[src/cpuev_pkg.sv]
// Package of event ranks, handler offsets and address constants for the event entry unit
package cpuev_pkg;
   localparam int ADDR_W = 32;
   localparam logic [31:0] RESET_ADDR = 32'h8000_0000;
   localparam int AUTOVEC_W = 14;
   localparam int NUM_EV = 28;
   localparam int RANK_W = 5;
   localparam logic [31:0] SCALL_RET_INC = 32'h0000_0002;
   // Event index equals rank minus one
   localparam int EV_RESET = 0;
   localparam int EV_DEBUG = 1;
   localparam int EV_UNREC = 2;
   localparam int EV_MULTI = 3;
   localparam int EV_BUS_D = 4;
   localparam int EV_BUS_I = 5;
   localparam int EV_NMI = 6;
   localparam int EV_INTERRUPT_LEVEL_THREE = 7;
   localparam int EV_INT2 = 8;
   localparam int EV_INT1 = 9;
   localparam int EV_INTERRUPT_LEVEL_ZERO = 10;
   localparam int EV_IADDR = 11;
   localparam int EV_IMISS = 12;
   localparam int EV_IPROT = 13;
   localparam int EV_BRK = 14;
   localparam int EV_ILL = 15;
   localparam int EV_UNIMP = 16;
   localparam int EV_PRIV = 17;
   localparam int EV_FPU = 18;
   localparam int EV_COP = 19;
   localparam int EV_SCALL = 20;
   localparam int EV_DA_RD = 21;
   localparam int EV_DA_WR = 22;
   localparam int EV_DMISS_RD = 23;
   localparam int EV_DMISS_WR = 24;
   localparam int EV_DPROT_RD = 25;
   localparam int EV_DPROT_WR = 26;
   localparam int EV_DMOD = 27;
   localparam logic [31:0] OFF_UNREC = 32'h0000_0000;
   localparam logic [31:0] OFF_MULTI = 32'h0000_0004;
   localparam logic [31:0] OFF_BUS_D = 32'h0000_0008;
   localparam logic [31:0] OFF_BUS_I = 32'h0000_000C;
   localparam logic [31:0] OFF_NMI = 32'h0000_0010;
   localparam logic [31:0] OFF_IADDR = 32'h0000_0014;
   localparam logic [31:0] OFF_IMISS = 32'h0000_0050;
   localparam logic [31:0] OFF_IPROT = 32'h0000_0018;
   localparam logic [31:0] OFF_BRK = 32'h0000_001C;
   localparam logic [31:0] OFF_ILL = 32'h0000_0020;
   localparam logic [31:0] OFF_UNIMP = 32'h0000_0024;
   localparam logic [31:0] OFF_PRIV = 32'h0000_0028;
   localparam logic [31:0] OFF_FPU = 32'h0000_002C;
   localparam logic [31:0] OFF_COP = 32'h0000_0030;
   localparam logic [31:0] OFF_SCALL = 32'h0000_0100;
   localparam logic [31:0] OFF_DA_RD = 32'h0000_0034;
   localparam logic [31:0] OFF_DA_WR = 32'h0000_0038;
   localparam logic [31:0] OFF_DMISS_RD = 32'h0000_0060;
   localparam logic [31:0] OFF_DMISS_WR = 32'h0000_0070;
   localparam logic [31:0] OFF_DPROT_RD = 32'h0000_003C;
   localparam logic [31:0] OFF_DPROT_WR = 32'h0000_0040;
   localparam logic [31:0] OFF_DMOD = 32'h0000_0044;
   // Mask bit positions: interrupt levels 0..3, exceptions, global
   localparam int MASK_W = 6;
   localparam int MB_I0 = 0;
   localparam int MB_I1 = 1;
   localparam int MB_I2 = 2;
   localparam int MB_I3 = 3;
   localparam int MB_EXC = 4;
   localparam int MB_GLB = 5;
   typedef enum logic [1:0] {
      CPUEV_RET_NONE,
      CPUEV_RET_FAULT,
      CPUEV_RET_NEXT,
      CPUEV_RET_SCALL
   } cpuev_ret_t;
endpackage

[src/cpuev_pick.sv]
// Fixed-priority picker over one instruction's pending events
`timescale 1ns/1ps
module cpuev_pick #(
   parameter int N = cpuev_pkg::NUM_EV
) (
   input wire logic [N-1:0] pend,
   output logic any,
   output logic [cpuev_pkg::RANK_W-1:0] idx
);
   import cpuev_pkg::*;
   // Lowest index is best rank; scan downward so the best wins last
   always_comb begin
      any = 1'b0;
      idx = '0;
      for (int i = N - 1; i >= 0; i--) begin
         if (pend[i]) begin
            any = 1'b1;
            idx = RANK_W'(i);
         end
      end
   end
endmodule // cpuev_pick

[src/cpuev_entry.sv]
// Event selection and handler entry address generation for the CPU core
// Functional notes
// - After reset fetch starts at fixed boot flash address, ignoring the vector base.
// - Translation misses and supervisor call get enlarged handler spaces.
// - Every non-interrupt exception has its own distinct entry offset.
// - Protection violations split into instruction-side and data-side exceptions.
// - Accesses matching no region raise instruction-side or data-side miss.
// - Accesses matching several regions raise the multiple-hit exception.
// - Interrupt controller supplies the interrupt handler offset from the vector base.
// - The interrupt offset is fourteen address bits wide.
// - Among one instruction's events only the best fixed rank is taken.
// - Oldest instruction's events are handled before any younger instruction's.
// - Age follows issue order; later issued means younger.
// - Reset ranks first; debug stop second using debug entry address.
// - Unrecoverable at 0x00, multiple hit at 0x04, return to faulting instruction.
// - Bus errors and NMI at 0x08, 0x0C, 0x10, return to next unfinished.
// - Interrupt levels rank 8 to 11, level three highest, autovectored.
// - Instruction address, miss, protection and breakpoint entries and ranks.
// - Illegal, unimplemented, privilege and coprocessor absent entries, return to offender.
// - Supervisor call ranks 21 at 0x100, returns to call address plus two.
// - Misaligned read at 0x34, write at 0x38, return to offender.
// - Data miss read/write at 0x60/0x70, protection read/write at 0x3C/0x40.
// - Floating-point and data-modified slots are never raised.
// - Target is vector base OR offset, never a sum.
// - Accepting an interrupt masks its own and lower levels plus global; other events except reset and debug set all mask bits; critical events stay unmaskable.
`timescale 1ns/1ps
module cpuev_entry #(
   parameter int STAGES = 3
) (
   input wire logic clk,
   input wire logic rst_n,
   input wire logic [cpuev_pkg::ADDR_W-1:0] event_vector_base,
   input wire logic [STAGES-1:0] stage_valid,
   input wire logic [STAGES*cpuev_pkg::ADDR_W-1:0] stage_pc,
   input wire logic [STAGES-1:0] stage_illegal,
   input wire logic [STAGES-1:0] stage_unimpl,
   input wire logic [STAGES-1:0] stage_priv,
   input wire logic [STAGES-1:0] stage_cop_absent,
   input wire logic [STAGES-1:0] stage_scall,
   input wire logic [STAGES-1:0] stage_iaddr,
   input wire logic [STAGES-1:0] stage_daddr_rd,
   input wire logic [STAGES-1:0] stage_daddr_wr,
   input wire logic [STAGES-1:0] stage_unrec,
   input wire logic [STAGES-1:0] stage_breakpoint,
   input wire logic [STAGES-1:0] stage_mpu_check,
   input wire logic [STAGES-1:0] stage_mpu_fetch,
   input wire logic [STAGES-1:0] stage_mpu_write,
   input wire logic [STAGES-1:0] stage_mpu_nohit,
   input wire logic [STAGES-1:0] stage_mpu_multi,
   input wire logic [STAGES-1:0] stage_mpu_denied,
   input wire logic [STAGES-1:0] stage_bus_err_d,
   input wire logic [STAGES-1:0] stage_bus_err_i,
   input wire logic [cpuev_pkg::ADDR_W-1:0] next_unfinished_pc,
   input wire logic nmi_req,
   input wire logic [3:0] irq_level_req,
   input wire logic [cpuev_pkg::AUTOVEC_W-1:0] irq_offset,
   input wire logic on_chip_debug_stop,
   input wire logic [cpuev_pkg::ADDR_W-1:0] on_chip_debug_entry,
   input wire logic [cpuev_pkg::MASK_W-1:0] mask_in,
   input wire logic debug_mask,
   output logic redirect,
   output logic [cpuev_pkg::ADDR_W-1:0] redirect_addr,
   output logic [cpuev_pkg::ADDR_W-1:0] return_addr,
   output logic [cpuev_pkg::RANK_W-1:0] taken_event,
   output logic [cpuev_pkg::MASK_W-1:0] mask_set,
   output logic [STAGES-1:0] flush_stage
);
   import cpuev_pkg::*;

   // handler offsets
   // Handler offset of an event index; interrupts and debug are handled apart
   function automatic logic [31:0] ev_offset(input logic [RANK_W-1:0] e);
      case (int'(e))
         EV_UNREC: ev_offset = OFF_UNREC;
         EV_MULTI: ev_offset = OFF_MULTI;
         EV_BUS_D: ev_offset = OFF_BUS_D;
         EV_BUS_I: ev_offset = OFF_BUS_I;
         EV_NMI: ev_offset = OFF_NMI;
         EV_IADDR: ev_offset = OFF_IADDR;
         EV_IMISS: ev_offset = OFF_IMISS;
         EV_IPROT: ev_offset = OFF_IPROT;
         EV_BRK: ev_offset = OFF_BRK;
         EV_ILL: ev_offset = OFF_ILL;
         EV_UNIMP: ev_offset = OFF_UNIMP;
         EV_PRIV: ev_offset = OFF_PRIV;
         EV_FPU: ev_offset = OFF_FPU;
         EV_COP: ev_offset = OFF_COP;
         EV_SCALL: ev_offset = OFF_SCALL;
         EV_DA_RD: ev_offset = OFF_DA_RD;
         EV_DA_WR: ev_offset = OFF_DA_WR;
         EV_DMISS_RD: ev_offset = OFF_DMISS_RD;
         EV_DMISS_WR: ev_offset = OFF_DMISS_WR;
         EV_DPROT_RD: ev_offset = OFF_DPROT_RD;
         EV_DPROT_WR: ev_offset = OFF_DPROT_WR;
         default: ev_offset = OFF_DMOD;
      endcase
   endfunction

   // Which return point an event stores
   function automatic cpuev_ret_t ev_ret(input logic [RANK_W-1:0] e);
      if (int'(e) == EV_RESET)
         ev_ret = CPUEV_RET_NONE;
      else if (int'(e) == EV_SCALL)
         ev_ret = CPUEV_RET_SCALL;
      else if (int'(e) == EV_DEBUG || (int'(e) >= EV_BUS_D && int'(e) <= EV_INTERRUPT_LEVEL_ZERO)
               || int'(e) == EV_BRK)
         ev_ret = CPUEV_RET_NEXT;
      else
         ev_ret = CPUEV_RET_FAULT;
   endfunction

   // Mask bits set when an event is accepted
   function automatic logic [MASK_W-1:0] ev_mask(input logic [RANK_W-1:0] e);
      logic [MASK_W-1:0] m;
      m = '0;
      case (int'(e))
         EV_INTERRUPT_LEVEL_THREE: m = MASK_W'(6'h2F);
         EV_INT2: m = MASK_W'(6'h27);
         EV_INT1: m = MASK_W'(6'h23);
         EV_INTERRUPT_LEVEL_ZERO: m = MASK_W'(6'h21);
         EV_RESET, EV_DEBUG: m = '0;
         default: m = MASK_W'(6'h3F);
      endcase
      ev_mask = m;
   endfunction

   logic [STAGES-1:0][NUM_EV-1:0] stage_pend;
   logic [STAGES-1:0] stage_any;
   logic [STAGES-1:0][RANK_W-1:0] stage_idx;
   logic [NUM_EV-1:0] async_pend;
   logic async_any;
   logic [RANK_W-1:0] async_idx;
   logic reset_seen;

   // mask gating: critical events ignore masks
   wire int_enable = !mask_in[MB_GLB];
   wire [3:0] irq_gated = irq_level_req & ~mask_in[MB_I3:MB_I0] & {4{int_enable}};

   // level three ranks above level zero
   always_comb begin
      async_pend = '0;
      async_pend[EV_RESET] = reset_seen;
      async_pend[EV_DEBUG] = on_chip_debug_stop & ~debug_mask;
      async_pend[EV_NMI] = nmi_req;
      async_pend[EV_INTERRUPT_LEVEL_THREE] = irq_gated[3];
      async_pend[EV_INT2] = irq_gated[2];
      async_pend[EV_INT1] = irq_gated[1];
      async_pend[EV_INTERRUPT_LEVEL_ZERO] = irq_gated[0];
   end

   wire exc_ok = !mask_in[MB_EXC] && !mask_in[MB_GLB];

   genvar g;
   generate
      for (g = 0; g < STAGES; g++) begin : g_stage
         wire v = stage_valid[g];
         wire chk = v & stage_mpu_check[g];
         wire f = stage_mpu_fetch[g];
         wire w = stage_mpu_write[g];
         always_comb begin
            stage_pend[g] = '0;
            stage_pend[g][EV_UNREC] = v & stage_unrec[g];
            stage_pend[g][EV_MULTI] = chk & stage_mpu_multi[g];
            stage_pend[g][EV_BUS_D] = v & stage_bus_err_d[g];
            stage_pend[g][EV_BUS_I] = v & stage_bus_err_i[g];
            stage_pend[g][EV_IADDR] = v & stage_iaddr[g] & exc_ok;
            // no region hit on fetch or data
            stage_pend[g][EV_IMISS] = chk & f & stage_mpu_nohit[g] & exc_ok;
            stage_pend[g][EV_IPROT] = chk & f & stage_mpu_denied[g] & exc_ok;
            stage_pend[g][EV_BRK] = v & stage_breakpoint[g] & exc_ok;
            stage_pend[g][EV_ILL] = v & stage_illegal[g] & exc_ok;
            stage_pend[g][EV_UNIMP] = v & stage_unimpl[g] & exc_ok;
            stage_pend[g][EV_PRIV] = v & stage_priv[g] & exc_ok;
            stage_pend[g][EV_COP] = v & stage_cop_absent[g] & exc_ok;
            stage_pend[g][EV_SCALL] = v & stage_scall[g];
            stage_pend[g][EV_DA_RD] = v & stage_daddr_rd[g] & exc_ok;
            stage_pend[g][EV_DA_WR] = v & stage_daddr_wr[g] & exc_ok;
            stage_pend[g][EV_DMISS_RD] = chk & ~f & ~w & stage_mpu_nohit[g] & exc_ok;
            stage_pend[g][EV_DMISS_WR] = chk & ~f & w & stage_mpu_nohit[g] & exc_ok;
            stage_pend[g][EV_DPROT_RD] = chk & ~f & ~w & stage_mpu_denied[g] & exc_ok;
            stage_pend[g][EV_DPROT_WR] = chk & ~f & w & stage_mpu_denied[g] & exc_ok;
            stage_pend[g][EV_FPU] = 1'b0;
            stage_pend[g][EV_DMOD] = 1'b0;
         end
         cpuev_pick #(.N(NUM_EV)) u_pick (
            .pend(stage_pend[g]),
            .any(stage_any[g]),
            .idx(stage_idx[g])
         );
      end
   endgenerate

   cpuev_pick #(.N(NUM_EV)) u_pick_async (
      .pend(async_pend),
      .any(async_any),
      .idx(async_idx)
   );

   // oldest stage wins; highest stage index is oldest
   logic sync_any;
   logic [RANK_W-1:0] sync_idx;
   logic [ADDR_W-1:0] sync_pc;
   logic [STAGES-1:0] sync_flush;
   always_comb begin
      sync_any = 1'b0;
      sync_idx = '0;
      sync_pc = '0;
      sync_flush = '0;
      for (int s = 0; s < STAGES; s++) begin
         if (stage_any[s]) begin
            sync_any = 1'b1;
            sync_idx = stage_idx[s];
            sync_pc = stage_pc[s*ADDR_W +: ADDR_W];
            sync_flush = STAGES'((1 << (s + 1)) - 1);
         end
      end
   end

   // Asynchronous sources only preempt the oldest instruction when they outrank it
   wire use_async = async_any && (!sync_any || async_idx < sync_idx);
   wire sel_any = use_async || sync_any;
   wire [RANK_W-1:0] sel_idx = use_async ? async_idx : sync_idx;
   wire [ADDR_W-1:0] sel_pc = use_async ? next_unfinished_pc : sync_pc;
   wire cpuev_ret_t sel_ret = ev_ret(sel_idx);
   wire sel_is_irq = int'(sel_idx) >= EV_INTERRUPT_LEVEL_THREE && int'(sel_idx) <= EV_INTERRUPT_LEVEL_ZERO;

   wire [ADDR_W-1:0] irq_off32 = {{(ADDR_W - AUTOVEC_W){1'b0}}, irq_offset};
   wire [ADDR_W-1:0] sel_off = sel_is_irq ? irq_off32 : ev_offset(sel_idx);
   wire [ADDR_W-1:0] vec_addr = event_vector_base | sel_off;
   wire [ADDR_W-1:0] next_target = (int'(sel_idx) == EV_RESET) ? RESET_ADDR :
                                   (int'(sel_idx) == EV_DEBUG) ? on_chip_debug_entry :
                                   vec_addr;
   wire [ADDR_W-1:0] next_ret = (sel_ret == CPUEV_RET_SCALL) ? sel_pc + SCALL_RET_INC :
                                (sel_ret == CPUEV_RET_NEXT) ? next_unfinished_pc :
                                (sel_ret == CPUEV_RET_FAULT) ? sel_pc : '0;

   // one-cycle redirect with address, return and mask
   always_ff @(posedge clk) begin
      if (!rst_n) begin
         reset_seen <= 1'b1;
         redirect <= 1'b0;
         redirect_addr <= '0;
         return_addr <= '0;
         taken_event <= '0;
         mask_set <= '0;
         flush_stage <= '0;
      end else begin
         reset_seen <= 1'b0;
         redirect <= sel_any && !redirect;
         redirect_addr <= next_target;
         return_addr <= next_ret;
         taken_event <= sel_idx;
         mask_set <= (sel_any && !redirect) ? ev_mask(sel_idx) : '0;
         flush_stage <= (sel_any && !redirect) ? (use_async ? '1 : sync_flush) : '0;
      end
   end

   localparam logic [RANK_W-1:0] RQ_RESET_IDX = RANK_W'(EV_RESET);
   localparam logic [RANK_W-1:0] RQ_SCALL_IDX = RANK_W'(EV_SCALL);
   localparam logic [RANK_W-1:0] RQ_MULTI_IDX = RANK_W'(EV_MULTI);
   localparam logic [RANK_W-1:0] RQ_INTERRUPT_LEVEL_THREE_IDX = RANK_W'(EV_INTERRUPT_LEVEL_THREE);
   localparam logic [RANK_W-1:0] RQ_INTERRUPT_LEVEL_ZERO_IDX = RANK_W'(EV_INTERRUPT_LEVEL_ZERO);
endmodule // cpuev_entry

[config.mk]
export PLATFORM = sky130hd
export DESIGN_NAME = cpuev_entry
export DESIGN_NICKNAME = d
export VERILOG_FILES = /design/src/cpuev_pkg.sv /design/src/cpuev_pick.sv /design/src/cpuev_entry.sv
export SDC_FILE = /design/constraint.sdc
export NUM_CORES = 1
export LEC_CHECK = 0
export BUFFER_PORTS_ARGS = -buffer_cell sky130_fd_sc_hd__buf_2
export CAP_MARGIN = 20
export CORE_AREA = 8 8 134 136
export CTS_CLUSTER_SIZE = 25
export DETAILED_ROUTE_END_ITERATION = 8
export DIE_AREA = 0 0 142 144
export PLACE_DENSITY = 0.84
export RECOVER_POWER = 50
export SLEW_MARGIN = 20
export SYNTH_ARGS = -nofsm -noshare
export SYNTH_HDL_FRONTEND = slang
export SYNTH_SLANG_ARGS = --single-unit
[constraint.sdc]
create_clock -name clk -period 9.1 [get_ports clk]
set_input_delay 0.455 -clock clk [delete_from_list [all_inputs] [get_ports clk]]
set_output_delay 0.455 -clock clk [all_outputs]
set_load 0.01 [all_outputs]
# Word level (Yosys, flattened, before mapping)
# Memories as Yosys holds them, arrays and structs flattened.
# Cells that the tools add are included.
[totals]
register_bits = 80
romBits = 192
in_bits = 278
out_inout_bits = 79
word_cells = 324
n_memories = 1
[op_classes]
addsub = 1
order_cmp = 4
eq_ne = 11
muxes = 154
bitwise = 127
reduce_logical = 18
[memory_table]
columns = ["memory", "depth", "word_bits", "read_ports", "rd_clocked_by_memory_dff", "wr", "line", "rtl"]
rows = [
  ["(no name shown)", 32, 6, 1, 0, 0, "cpuev_entry.sv:73", "case (int'(e))"],
]
[op_table]
columns = ["op", "count"]
rows = [
  ["32-bit two-way mux", 10],
  ["5-bit two-way mux", 61],
  ["1-bit AND", 115],
  ["1-bit two-way mux", 69],
  ["32-bit by 2-bit adder with 32-bit output, second input constant", 1],
  ["32-bit bitwise OR", 1],
  ["6-bit one-hot mux with 5 select lines", 1],
  ["4-bit two-way mux", 7],
  ["5-bit by 4-bit == test with 1-bit output, second input constant", 3],
  ["5-bit == test, second input constant", 2],
  ["5-bit by 3-bit greater-or-equal comparator with 1-bit output, second input constant", 2],
  ["5-bit zero test", 2],
  ["3-bit two-way mux", 3],
  ["4-bit AND", 2],
  ["1-bit NOT", 8],
  ["2-bit two-way mux", 3],
  ["5-bit by 1-bit == test with 1-bit output, second input constant", 1],
  ["5-bit by 2-bit == test with 1-bit output, second input constant", 1],
  ["5-bit by 3-bit == test with 1-bit output, second input constant", 1],
  ["5-bit by 4-bit <= comparator with 1-bit output, second input constant", 1],
  ["1-bit logical AND", 5],
  ["5-bit < comparator", 1],
  ["2-bit == test, second input constant", 2],
  ["1-bit zero test", 4],
  ["other kinds (5)", 9],
]

# Longest topological paths before layout
# Gate-level depths: netlist of run 1.
[depth]
depth_word = 42
mapped_depth = 25
mapped_depth_nobuf = 21

# Cells and area by module
# Synthesis of run 1 repeated with hierarchy kept, for this count alone.
[unflattened]
cells_unflattened = 1134
hier_area_um2 = 8055.2
[modules_own_cells]
columns = ["mod", "n_inst", "cells_per_inst", "area_per_inst_um2", "seq_area_each_um2"]
rows = [
  ["cpuev_entry", 1, 898, 6663.9, 1581.5],
  ["cpuev_pick", 4, 59, 347.8, 0.0],
]

# Least setup slack after synthesis of run 1
# OpenSTA, ideal clock, no wires.
[synth_path]
path_kind = "in2reg"
startpoint = "input port stage_mpu_nohit[1]"
endpoint = "register return_addr[19] in the netlist's numbering"
setup_ns = 0.136
arrival_time_ns = 5.066
t_required_ns = 8.964
slack_ns = 3.898
cell_stages = 23
path_buffers = 4
cell_sequence = "clkbuf_1 -> o211a_1 -> o41ai_2 -> o2111a_1 -> buf_2 -> o21ai_2 -> o311ai_1 -> o211ai_1 -> ha_1 -> a21o_1 -> a211o_1 -> o211ai_1 -> nand2_1 -> nand2_1 -> inv_1 -> ha_1 -> clkbuf_1 -> nor3b_2 -> a2111oi_4 -> nor2_2 -> buf_4 -> mux2i_1 -> o32ai_1"
[synth_via]
elab_chain_len = 36
elab_cells_between_ends = 71
cone_classes = "1 x add/sub; 3 x order compare; 6 x eq/ne; 48 x mux; 6 x bitwise; 7 x reduce/logical"
[synth_rtl]
columns = ["item", "line", "rtl"]
rows = [
  ["from (decl)", "cpuev_entry.sv:48", "input wire logic [STAGES-1:0] stage_mpu_nohit,"],
  ["1-bit AND (2 in series)", "cpuev_entry.sv:179", "stage_pend[g][EV_DMISS_WR] = chk & ~f & w & stage_mpu_nohit[g] & exc_ok;"],
  ["5-bit two-way mux / 1-bit two-way mux (equally long branches) (17 in series)", "cpuev_pick.sv:16", "if (pend[i]) begin"],
  ["5-bit two-way mux / 1-bit two-way mux (equally long branches) (2 in series)", "cpuev_entry.sv:210", "if (stage_any[s]) begin"],
  ["5-bit < comparator / 1-bit zero test (equally long branches)", "cpuev_entry.sv:220", "wire use_async = async_any && (!sync_any || async_idx < sync_idx);"],
  ["1-bit logical OR", "cpuev_entry.sv:220", ""],
  ["1-bit logical AND", "cpuev_entry.sv:220", ""],
  ["5-bit two-way mux *", "cpuev_entry.sv:222", "wire [RANK_W-1:0] sel_idx = use_async ? async_idx : sync_idx;"],
  ["via sel_idx[1]", "cpuev_entry.sv:222", ""],
  ["(+3 left out)", "--", ""],
  ["1-bit logical OR", "cpuev_entry.sv:106", "|| int'(e) == EV_BRK)"],
  ["2-bit two-way mux", "cpuev_entry.sv:105", "else if (int'(e) == EV_DEBUG || (int'(e) >= EV_BUS_D && int'(e) <= EV_INTERRUPT_LEVEL_ZERO)"],
  ["2-bit two-way mux", "cpuev_entry.sv:103", "else if (int'(e) == EV_SCALL)"],
  ["2-bit two-way mux *", "cpuev_entry.sv:101", "if (int'(e) == EV_RESET)"],
  ["2-bit by 1-bit == test with 1-bit output", "cpuev_entry.sv:235", "(sel_ret == CPUEV_RET_FAULT) ? sel_pc : '0;"],
  ["32-bit two-way mux", "cpuev_entry.sv:235", ""],
  ["32-bit two-way mux", "cpuev_entry.sv:234", "(sel_ret == CPUEV_RET_NEXT) ? next_unfinished_pc :"],
  ["32-bit two-way mux *", "cpuev_entry.sv:233", "wire [ADDR_W-1:0] next_ret = (sel_ret == CPUEV_RET_SCALL) ? sel_pc + SCALL_RET_INC :"],
  ["to (signal assigned)", "cpuev_entry.sv:251", "return_addr <= next_ret;"],
  ["to (decl)", "cpuev_entry.sv:63", "output logic [cpuev_pkg::ADDR_W-1:0] return_addr,"],
]
# The timed path passes the listed nets; every way through them passes the cells marked *.
# A chain may end at the register's enable or synchronous reset.

# Worst setup path in the final report of run 1
[layout_path]
startpoint = "input port stage_unimpl[1]"
endpoint = "register return_addr[28] in the netlist's numbering"
[layout_via]
elab_chain_len = 29
elab_cells_between_ends = 53
cone_classes = "1 x add/sub; 3 x order compare; 6 x eq/ne; 34 x mux; 2 x bitwise; 7 x reduce/logical"
[layout_rtl]
columns = ["item", "line", "rtl"]
rows = [
  ["from (decl)", "cpuev_entry.sv:36", "input wire logic [STAGES-1:0] stage_unimpl,"],
  ["1-bit AND * (2 in series)", "cpuev_entry.sv:172", "stage_pend[g][EV_UNIMP] = v & stage_unimpl[g] & exc_ok;"],
  ["5-bit two-way mux / 1-bit two-way mux (equally long branches) (10 in series)", "cpuev_pick.sv:16", ""],
  ["5-bit two-way mux / 1-bit two-way mux (equally long branches) (2 in series)", "cpuev_entry.sv:210", ""],
  ["5-bit < comparator / 1-bit zero test (equally long branches)", "cpuev_entry.sv:220", ""],
  ["1-bit logical OR", "cpuev_entry.sv:220", ""],
  ["1-bit logical AND", "cpuev_entry.sv:220", ""],
  ["5-bit two-way mux *", "cpuev_entry.sv:222", ""],
  ["via sel_idx[1]", "cpuev_entry.sv:222", ""],
  ["(+3 left out)", "--", ""],
  ["1-bit logical OR", "cpuev_entry.sv:106", ""],
  ["2-bit two-way mux", "cpuev_entry.sv:105", ""],
  ["2-bit two-way mux", "cpuev_entry.sv:103", ""],
  ["2-bit two-way mux *", "cpuev_entry.sv:101", ""],
  ["2-bit by 1-bit == test with 1-bit output", "cpuev_entry.sv:235", ""],
  ["32-bit two-way mux", "cpuev_entry.sv:235", ""],
  ["32-bit two-way mux", "cpuev_entry.sv:234", ""],
  ["32-bit two-way mux *", "cpuev_entry.sv:233", ""],
]
# Marked as above.

==> impl_metrics.tcl, run 1 <==
set metrics [dict create \
    clkPwrFrac_pct 27.2 \
    r2r_start "reset_seen" \
    yosysTopAreaCell "dfxtp_1" \
    synthFlopType "dfxtp_1" \
    critPathSlowestCell "o2111a_1" \
    vdd_ir_drop_max_uv 101 \
    clockBufferDepth 2 \
    wl_per_cell_um 20.2 \
    grt_pass1_vias 8334 \
    start_util_pct 42.6 \
    fin_crit_ns 7.09 \
    first_pass_iters 6 \
    reg2reg_slack_ns 3.96 \
    cts_inserted_buffers 9 \
    htree_levels 3 \
    async_reset_ff_share_pct 0 \
    hp-class "in2reg" \
    path_class "in2reg" \
    cts_root_buf "clkbuf_16" \
    antenna_left 0 \
    switchingPower_w 0.000605 \
    wirelength_um 29900 \
    crit_path_max_fanout 32 \
    grt_use_total_pct 27.6 \
    ys_ff_latch 79 \
    status "completed" \
    slew_violations 0 \
    setup_viol 0 \
    synth_nets 1222 \
    cp.required_ns 9.30 \
    hold_viol_final 0 \
    p_total_w 0.00151 \
    synth.avg_cell_area_sq_um 7.31 \
    fmax_mhz 141 \
    coreArea_sq_mm 0.0161 \
    synth_common_cells "117 x nand2_1, 86 x nor2_1, 79 x dfxtp_1" \
    reg2reg_to "return_addr[28]" \
    hpwl_um 24100 \
    sw_frac_of_total_pct 40.0 \
    startpoint "stage_unimpl[1]" \
    num_rows 47 \
    synth_top_area_share_pct 23.1 \
    cap_violations 0 \
    synth_area_leaders "dfxtp_1 23%, nand2_1 6.4%, mux2i_1 5.7%" \
    crit_end "return_addr[28]" \
    ctsResizeCount 0 \
    antenna_found_initial 3 \
    worst_slack_ns 2.01 \
    synthCells 935 \
    path_delay_family "compound AO/OA/AOI/OAI gates" \
    yosysUniqueCellTypes 93 \
    cpPeakStageDelay_ns 0.92 \
    post-synth-top-count-cell "nand2_1" \
    synth-edff-count 0 \
    clock-sinks 79 \
    clock_skew_ns 0.0155 \
    reg2reg_depth 17 \
    viasPerCell 5.90 \
    syn_to_final_growth_pct 30.9 \
    p_seq_share_pct 28.3 \
    place_congestion 0.927 \
    overflow 0 \
    cp_num_buf_inv 3 \
    via_count 8733 \
    clk_pin_slew_ns 0.07 \
    worstMarginPinSlew_ns 1.05 \
    cp.depth 22 \
    yosysWarnings 0 \
    finalCritPeriodShare_pct 77.9 \
    cp.arrival_ns 7.29 \
    startpoint_type "primary input" \
    fin_nets 1539 \
    slew_headroom_pct 29.7 \
    dp_slack_ns 1.80 \
    ctsHoldBuffers 0 \
    intPower_w 0.000906 \
    layout.cells.non_filler 1479 \
    setup_tns_ns 0 \
    grt_start_max_net_pins 38 \
    netlist_area_sq_mm 0.00684 \
    p_per_area_mw_per_mm2 169 \
    die_h_um 144 \
    drtIter0Drc 741 \
    whs_path_depth 3 \
    drive_gt1_share_pct 27.1 \
    grt_first_pass_wirelength_um 45300 \
    clock_latency_ns 0.35 \
    combinationalPowerShare_pct 44.5 \
    postCtsSetupBuffers 0 \
    ios 357 \
    io_buffers 356 \
    drc 0 \
    cts_tree "yes" \
    rsz0062_at_grt "false" \
    synth-seq-area-share_pct 23.1 \
    worstSetupEndpointType "flop" \
    final_util_pct 55.8 \
    crit_chain "buf_2, or4_1, a21oi_1, o2111a_1, o21a_1, o21a_1, o22ai_1, ha_1, a21o_1, a21o_1, a211o_1, o211ai_1, nand2_1, nand2_1, inv_1, ha_1, nor3b_2, a2111oi_4, buf_4, nor2_2, mux2i_1, o22ai_1" \
    die_x_um 142 \
    place_inst 1461 \
    dieArea_sq_mm 0.0204 \
    leakage_nw 3.81 \
]
-- per-layer routing --
layer | part of all wire [%] | up-vias | GRT usage (%)
met5 | 0.027 | - | 0
met4 | 2.2 | 2 | 8.71
met3 | 9.6 | 56 | 6.11
met2 | 48 | 544 | 47.4
met1 | 40 | 3967 | 33.7
li1 | - | 4164 | -
-- state kept, by name, indices dropped and copies added, names as in the netlist --
signal         count
mask_set           5
redirect_addr     32
redirect           1
taken_event        5
reset_seen         1
return_addr       32
flush_stage        3
-- logic make-up (layout without fill, tap and decap cells) --
logic type	count (synthesis)	count (layout)	share of synthesized area [%]
AND/OR/NAND/NOR	362	362	26.2
flip-flops	79	79	23.1
XOR/XNOR	30	30	3.84
buffers and inverters	83	405	5.25
other	0	2	0
AO/OA/AOI/OAI	330	330	33.7
multiplexers	42	42	6.20
adder cells (fa/ha/maj)	9	9	1.65
-- through the flow --
step | hold slack [ns] | cell area, sq um
finish | 0.348 | 8950
global route | 0.340 | 8950
CTS | 0.331 | 9050
detailed placement | 0.701 | 8710
global placement | 0.699 | 8710
floorplan | 0.577 | 6840
-- how the worst min path moves through the flow --
stage	start	to	slack (ns)
6_report	on_chip_debug_entry[18]	redirect_addr[18]	0.35
5_1_grt	event_vector_base[19]	redirect_addr[19]	0.34
4_1_cts	on_chip_debug_entry[16]	redirect_addr[16]	0.33
3_5_place_dp	on_chip_debug_entry[23]	redirect_addr[23]	0.70
3_3_place_gp	on_chip_debug_entry[25]	redirect_addr[25]	0.70
2_1_floorplan	rst_n	return_addr[5]	0.58
-- cells in the final DEF, fill, tap and decap left out, drive strengths merged, types with 6 or more instances in the layout --
master  instances
nand2         119
o41ai           7
o21ai          47
a22oi           6
o211ai         27
nor2           89
a31oi          33
o21a            9
a221oi         10
nand3          33
o31a            8
a211o           7
nor3           24
clkbuf         88
nor4            7
mux2i          39
nor2b          13
dfxtp          79
a211oi         22
a21oi          71
xor2           10
nand2b          8
nor3b           9
inv            25
nand4           8
and2            9
xnor2          20
and3           15
ha              9
o22ai          23
or3             8
buf           287
-- layout make-up --
class                      count  area [sq um]
inverter                      23          86.3
sequential                    79          1580
antenna                        2          5.00
timing repair buffer         366          1760
tap                          220           275
multi-input combinational    773          4910
clock inverter                 7           113
fill                        1593          7100
clock buffer                   9           225
-- power groups by stage --
stage          clock [W]  combinational [W]  sequential (W)
6_report        0.000411           0.000672        0.000428
5_1_grt         0.000431           0.000731        0.000433
4_1_cts         0.000419           0.000682        0.000427
3_5_place_dp           0           0.000680        0.000435
3_3_place_gp           0           0.000674        0.000433
2_1_floorplan          0           0.000411        0.000461
-- worst min-delay path: cells and delay by family --
family,cells,cell delay (ns)
AND/OR/NAND/NOR,1,0.05
buffers and inverters,1,0.09
AO/OA/AOI/OAI,1,0.05
Power figures use the tool's default switching activity.
==> run 2, diff against run 1 <==
--- a/config.mk
+++ b/config.mk
@@ -7,11 +7,11 @@
 export LEC_CHECK = 0
 export BUFFER_PORTS_ARGS = -buffer_cell sky130_fd_sc_hd__buf_2
 export CAP_MARGIN = 20
-export CORE_AREA = 8 8 134 136
+export CORE_MARGIN = 8
+export CORE_UTILIZATION = 42
 export CTS_CLUSTER_SIZE = 25
 export DETAILED_ROUTE_END_ITERATION = 8
-export DIE_AREA = 0 0 142 144
-export PLACE_DENSITY = 0.84
+export PLACE_DENSITY = 0.85
 export RECOVER_POWER = 50
 export SLEW_MARGIN = 20
 export SYNTH_ARGS = -nofsm -noshare
==> constraint.sdc (replaced) <==
create_clock -name clk -period 5.95 [get_ports clk]
set_input_delay 0.2975 -clock clk [delete_from_list [all_inputs] [get_ports clk]]
set_output_delay 0.2975 -clock clk [all_outputs]
set_load 0.01 [all_outputs]
==> impl_metrics.tcl, run 2 (same netlist as run 1, synthesis figures left out) <==
set metrics [dict create \
    ctsHoldBuffers 0 \
    hp-class "in2reg" \
    sw_frac_of_total_pct 41.5 \
    fin_crit_ns 5.37 \
    setup_viol 0 \
    clockBufferDepth 2 \
    layout_common_cells "277 x buf_2, 117 x nand2_1, 84 x nor2_1" \
    die_x_um 144 \
    reg2reg_slack_ns 1.58 \
    clk_pin_slew_ns 0.07 \
    crit_chain "buf_2, and2_1, o41ai_1, o2111a_1, o21ai_2, o311ai_1, o211ai_1, ha_1, a21oi_1, nand2_1, a21oi_1, or3_1, nand2_1, inv_1, ha_1, nor3b_2, a2111oi_4, buf_4, mux2i_1, o32ai_1, and2_1" \
    reg2reg_depth 17 \
    place_inst 1474 \
    coreArea_sq_mm 0.0159 \
    worstSetupEndpointType "flop" \
    path_class "in2reg" \
    die_h_um 144 \
    worstMarginPinSlew_ns 0.939 \
    wl_per_cell_um 20.2 \
    hpwl_um 24600 \
    switchingPower_w 0.000937 \
    slew_headroom_pct 37.4 \
    setup_tns_ns 0 \
    grt_first_pass_wirelength_um 44900 \
    postCtsSetupBuffers 0 \
    cpPeakStageDelay_ns 0.56 \
    slew_violations 0 \
    first_pass_iters 6 \
    clock_skew_ns 0.00803 \
    cts_root_buf "clkbuf_16" \
    wirelength_um 30200 \
    clkPwrFrac_pct 24.2 \
    cts_tree "yes" \
    drtIter0Drc 658 \
    r2r_start "reset_seen" \
    viasPerCell 5.88 \
    antenna_left 0 \
    crit_path_max_fanout 27 \
    status "completed" \
    p_seq_share_pct 28.9 \
    final_common_cell "buf_2" \
    clock-sinks 79 \
    combinationalPowerShare_pct 47.0 \
    via_count 8759 \
    path_delay_family "compound AO/OA/AOI/OAI gates" \
    reg2reg_to "return_addr[5]" \
    cp.required_ns 6.19 \
    overflow 0 \
    cp_num_buf_inv 3 \
    reg_top3 "redirect_addr (32), return_addr (32)" \
    grt_start_max_net_pins 34 \
    cts_inserted_buffers 9 \
    fin_nets 1556 \
    antenna_found_initial 1 \
    whs_path_depth 3 \
    place_congestion 0.943 \
    leakage_nw 3.87 \
    min_from "on_chip_debug_entry[29]" \
    rsz0062_at_grt "false" \
    grt_pass1_vias 8467 \
    n_antenna_cell 0 \
    nFillCells 1578 \
    clock_latency_ns 0.35 \
    cp.arrival_ns 5.61 \
    intPower_w 0.00132 \
    io_buffers 356 \
    grt_use_total_pct 27.6 \
    dieArea_sq_mm 0.0206 \
    drive_gt1_share_pct 28.2 \
    startpoint_type "primary input" \
    finalCritPeriodShare_pct 90.3 \
    syn_to_final_growth_pct 32.1 \
    cp.depth 21 \
    p_per_area_mw_per_mm2 250 \
    holdPathEnd "redirect_addr[29]" \
    fmax_mhz 186 \
    num_rows 46 \
    drc 0 \
    vdd_ir_drop_max_uv 139 \
    hold_viol_final 0 \
    htree_levels 3 \
    layout.cells.non_filler 1490 \
    critPathSlowestCell "o41ai_1" \
    ctsResizeCount 0 \
    cap_violations 0 \
    start_util_pct 43.0 \
    ios 357 \
]
-- run 2: cell types whose count changed in the layout (fill, tap and decap cells not counted) --
cell,delta
a221oi_2,-1
and3_1,-1
buf_4,+17
inv_8,+1
diode_2,-2
bufinv_16,-2
clkinv_4,+3
clkinv_8,-1
and3_2,+1
inv_6,-1
a221oi_4,+1
-- run 2: per-stage QoR --
stage / hold WS, ns / utilization [%] / worst slack, ns / instance area, sq um / power (W)
floorplan: 0.419 / - / 0.906 / 6840 / 0.00133
global placement: 0.531 / 55.7 / 0.339 / 8840 / 0.00172
detailed placement: 0.536 / 55.7 / 0.315 / 8840 / 0.00173
CTS: 0.170 / 57.5 / 0.678 / 9130 / 0.00228
global route: 0.176 / 56.9 / 0.130 / 9030 / 0.00239
finish: 0.180 / 56.9 / 0.575 / 9030 / 0.00226
-- run 2: final cells by class --
cell class	instances	area, sq um	share of cell area, %
Tap cell	216	270	2.99
Sequential cell	79	1580	17.5
Timing Repair Buffer	383	1890	20.9
Clock buffer	9	225	2.49
Inverter	23	86.3	0.956
Multi-Input combinational cell	773	4920	54.5
Clock inverter	7	65.1	0.720
-- run 2: tightest hold or removal path: stages --
cell     delay, ns
buf_2         0.09
nand2_1       0.04
a21oi_1       0.05
-- run 2: power by group through the flow --
stage | sequential [W] | clock [W] | combinational (W)
floorplan | 0.000705 | 0 | 0.000629
global placement | 0.000659 | 0 | 0.00106
detailed placement | 0.000660 | 0 | 0.00107
CTS | 0.000648 | 0.000555 | 0.00108
global route | 0.000658 | 0.000579 | 0.00115
finish | 0.000651 | 0.000545 | 0.00106
-- run 2: per-layer routing --
metal  GRT usage [%]  vias to the layer above  share of wire [%]
met5               0                        -              0.027
met3            7.17                       66                9.9
li1                -                     4194                  -
met2            47.1                      486                 47
met1            32.5                     4011                 39
met4            11.0                        2                3.3
-- run 2: worst max-delay path by stage --
stage,from,slack [ns],to
2_1_floorplan,stage_mpu_nohit[1],0.91,return_addr[19]
3_3_place_gp,stage_unimpl[1],0.34,redirect_addr[8]
3_5_place_dp,stage_unimpl[1],0.32,redirect_addr[8]
4_1_cts,stage_unimpl[1],0.68,return_addr[5]
5_1_grt,stage_mpu_check[1],0.13,return_addr[10]
6_report,stage_mpu_check[1],0.58,return_addr[5]
==> run 3, diff against run 2 <==
--- a/config.mk
+++ b/config.mk
@@ -11,7 +11,7 @@
 export CORE_UTILIZATION = 42
 export CTS_CLUSTER_SIZE = 25
 export DETAILED_ROUTE_END_ITERATION = 8
-export PLACE_DENSITY = 0.85
+export PLACE_DENSITY = 0.75
 export RECOVER_POWER = 50
 export SLEW_MARGIN = 20
 export SYNTH_ARGS = -nofsm -noshare
==> impl_metrics.tcl, run 3 (same netlist as run 1, synthesis figures left out) <==
set metrics [dict create \
    status "completed" \
    hpwl_um 24500 \
    cap_violations 0 \
    drtIter0Drc 913 \
    leakage_nw 3.88 \
    setup_tns_ns 0 \
    worstSetupEndpointType "flop" \
    die_h_um 144 \
    worstMarginPinSlew_ns 1.03 \
    io_buffers 356 \
    drive_gt1_share_pct 28.3 \
    viasPerCell 5.91 \
    clock_latency_ns 0.35 \
    p_seq_share_pct 28.5 \
    fmax_mhz 184 \
    wl_met3_um 2840 \
    htree_levels 3 \
    hp-class "in2reg" \
    grt_first_pass_wirelength_um 44600 \
    multi_input_area_sq_mm 0.00491 \
    overflow 0 \
    startpoint_type "primary input" \
    cp.required_ns 6.20 \
    drc 0 \
    regArea_sq_mm 0.00158 \
    via_count 8819 \
    rsz0062_at_grt "false" \
    cp.arrival_ns 5.70 \
    p_per_area_mw_per_mm2 254 \
    dr_wl_met2_um 14200 \
    cts_tree "yes" \
    crit_path_max_fanout 14 \
    reg_top3 "redirect_addr (32), return_addr (32)" \
    wl_met1_um 12200 \
    fin_nets 1557 \
    finalCritPeriodShare_pct 91.6 \
    path_class "in2reg" \
    fin_hold_ws_ns 0.188 \
    nFillCells 1568 \
    sw_frac_of_total_pct 40.8 \
    vdd_ir_drop_max_uv 144 \
    start_util_pct 43.0 \
    clk_pin_slew_ns 0.07 \
    clockBufferDepth 2 \
    ctsResizeCount 0 \
    grt_use_total_pct 27.2 \
    antenna_found_initial 0 \
    layout_common_cells "278 x buf_2, 117 x nand2_1, 84 x nor2_1" \
    first_pass_iters 5 \
    wirelength_um 29900 \
    wl_per_cell_um 20.1 \
    hold_viol_final 0 \
    coreArea_sq_mm 0.0159 \
    syn_to_final_growth_pct 32.4 \
    ios 357 \
    antenna_left 0 \
    cts_inserted_buffers 9 \
    setup_viol 0 \
    grt_start_max_net_pins 34 \
    place_congestion 0.970 \
    die_x_um 144 \
    clock_skew_ns 0.00954 \
    intPower_w 0.00136 \
    slew_headroom_pct 30.9 \
    top_layer_used "met4" \
    fin_crit_ns 5.45 \
    switchingPower_w 0.000938 \
    num_rows 46 \
    combinationalPowerShare_pct 45.8 \
    dieArea_sq_mm 0.0206 \
    final_common_cell "buf_2" \
    clock-sinks 79 \
    clkPwrFrac_pct 25.7 \
    slew_violations 0 \
    postCtsSetupBuffers 0 \
    ctsHoldBuffers 0 \
    cts_root_buf "clkbuf_16" \
    grt_pass1_vias 8423 \
]
==> run 3: layout make-up <==
class / instances / share of cell area, %
sequential: 79 / 17.5
clock inverter: 7 / 0.953
timing repair buffer: 384 / 20.9
inverter: 23 / 0.953
antenna: 1 / 0.0276
multi-input combinational: 773 / 54.2
tap: 216 / 2.98
clock buffer: 9 / 2.49
==> run 3: power by group through the flow <==
stage | registers [W] | logic [W] | clock network [W]
6_report | 0.000654 | 0.00105 | 0.000590
5_1_grt | 0.000662 | 0.00114 | 0.000626
4_1_cts | 0.000652 | 0.00107 | 0.000598
3_5_place_dp | 0.000663 | 0.00106 | 0
3_3_place_gp | 0.000661 | 0.00106 | 0
2_1_floorplan | 0.000705 | 0.000629 | 0
==> run 3: through the flow <==
stage	power, W	std cells	util, %	instance area (sq um)	setup WS (ns)
2_1_floorplan	0.00133	935	-	6840	0.906
3_3_place_gp	0.00172	1475	55.6	8840	0.425
3_5_place_dp	0.00173	1475	55.6	8840	0.223
4_1_cts	0.00232	1491	57.6	9150	0.605
5_1_grt	0.00243	1491	57.0	9050	0.00383
6_report	0.00230	1492	57.0	9060	0.502
==> run 3: critical path: stages <==
cell      delay [ns]
buf_2           0.14
and2_1          0.17
o41ai_1         0.60
o2111a_1        0.50
o21ai_2         0.11
o311ai_1        0.27
o211ai_1        0.18
ha_1            0.38
a21oi_1         0.17
nand2_1         0.11
nor4_4          0.32
or3_1           0.25
nand2_1         0.18
inv_1           0.17
ha_1            0.32
inv_1           0.10
nor3_2          0.43
nand2_1         0.48
buf_4           0.32
o22ai_1         0.18
==> run 3: worst paths after layout <==
kind / startpoint / endpoint / slack [ns] / cells past startpoint
setup / recovery: stage_mpu_check[1] / return_addr[15] / 0.50 / 20
hold / removal: on_chip_debug_entry[21] / redirect_addr[21] / 0.19 / 3
setup reg to reg: reset_seen / return_addr[15] / 1.57 / 16
hold reg to reg: redirect / flush_stage[1] / 0.77 / 2
==> run 3: layer usage <==
| metal | vias up | track usage, % |
|---|---|---|
| li1 | 4204 | - |
| met1 | 4064 | 33.4 |
| met2 | 497 | 46.2 |
| met3 | 54 | 5.47 |
| met4 | 0 | 9.68 |
| met5 | - | 0 |
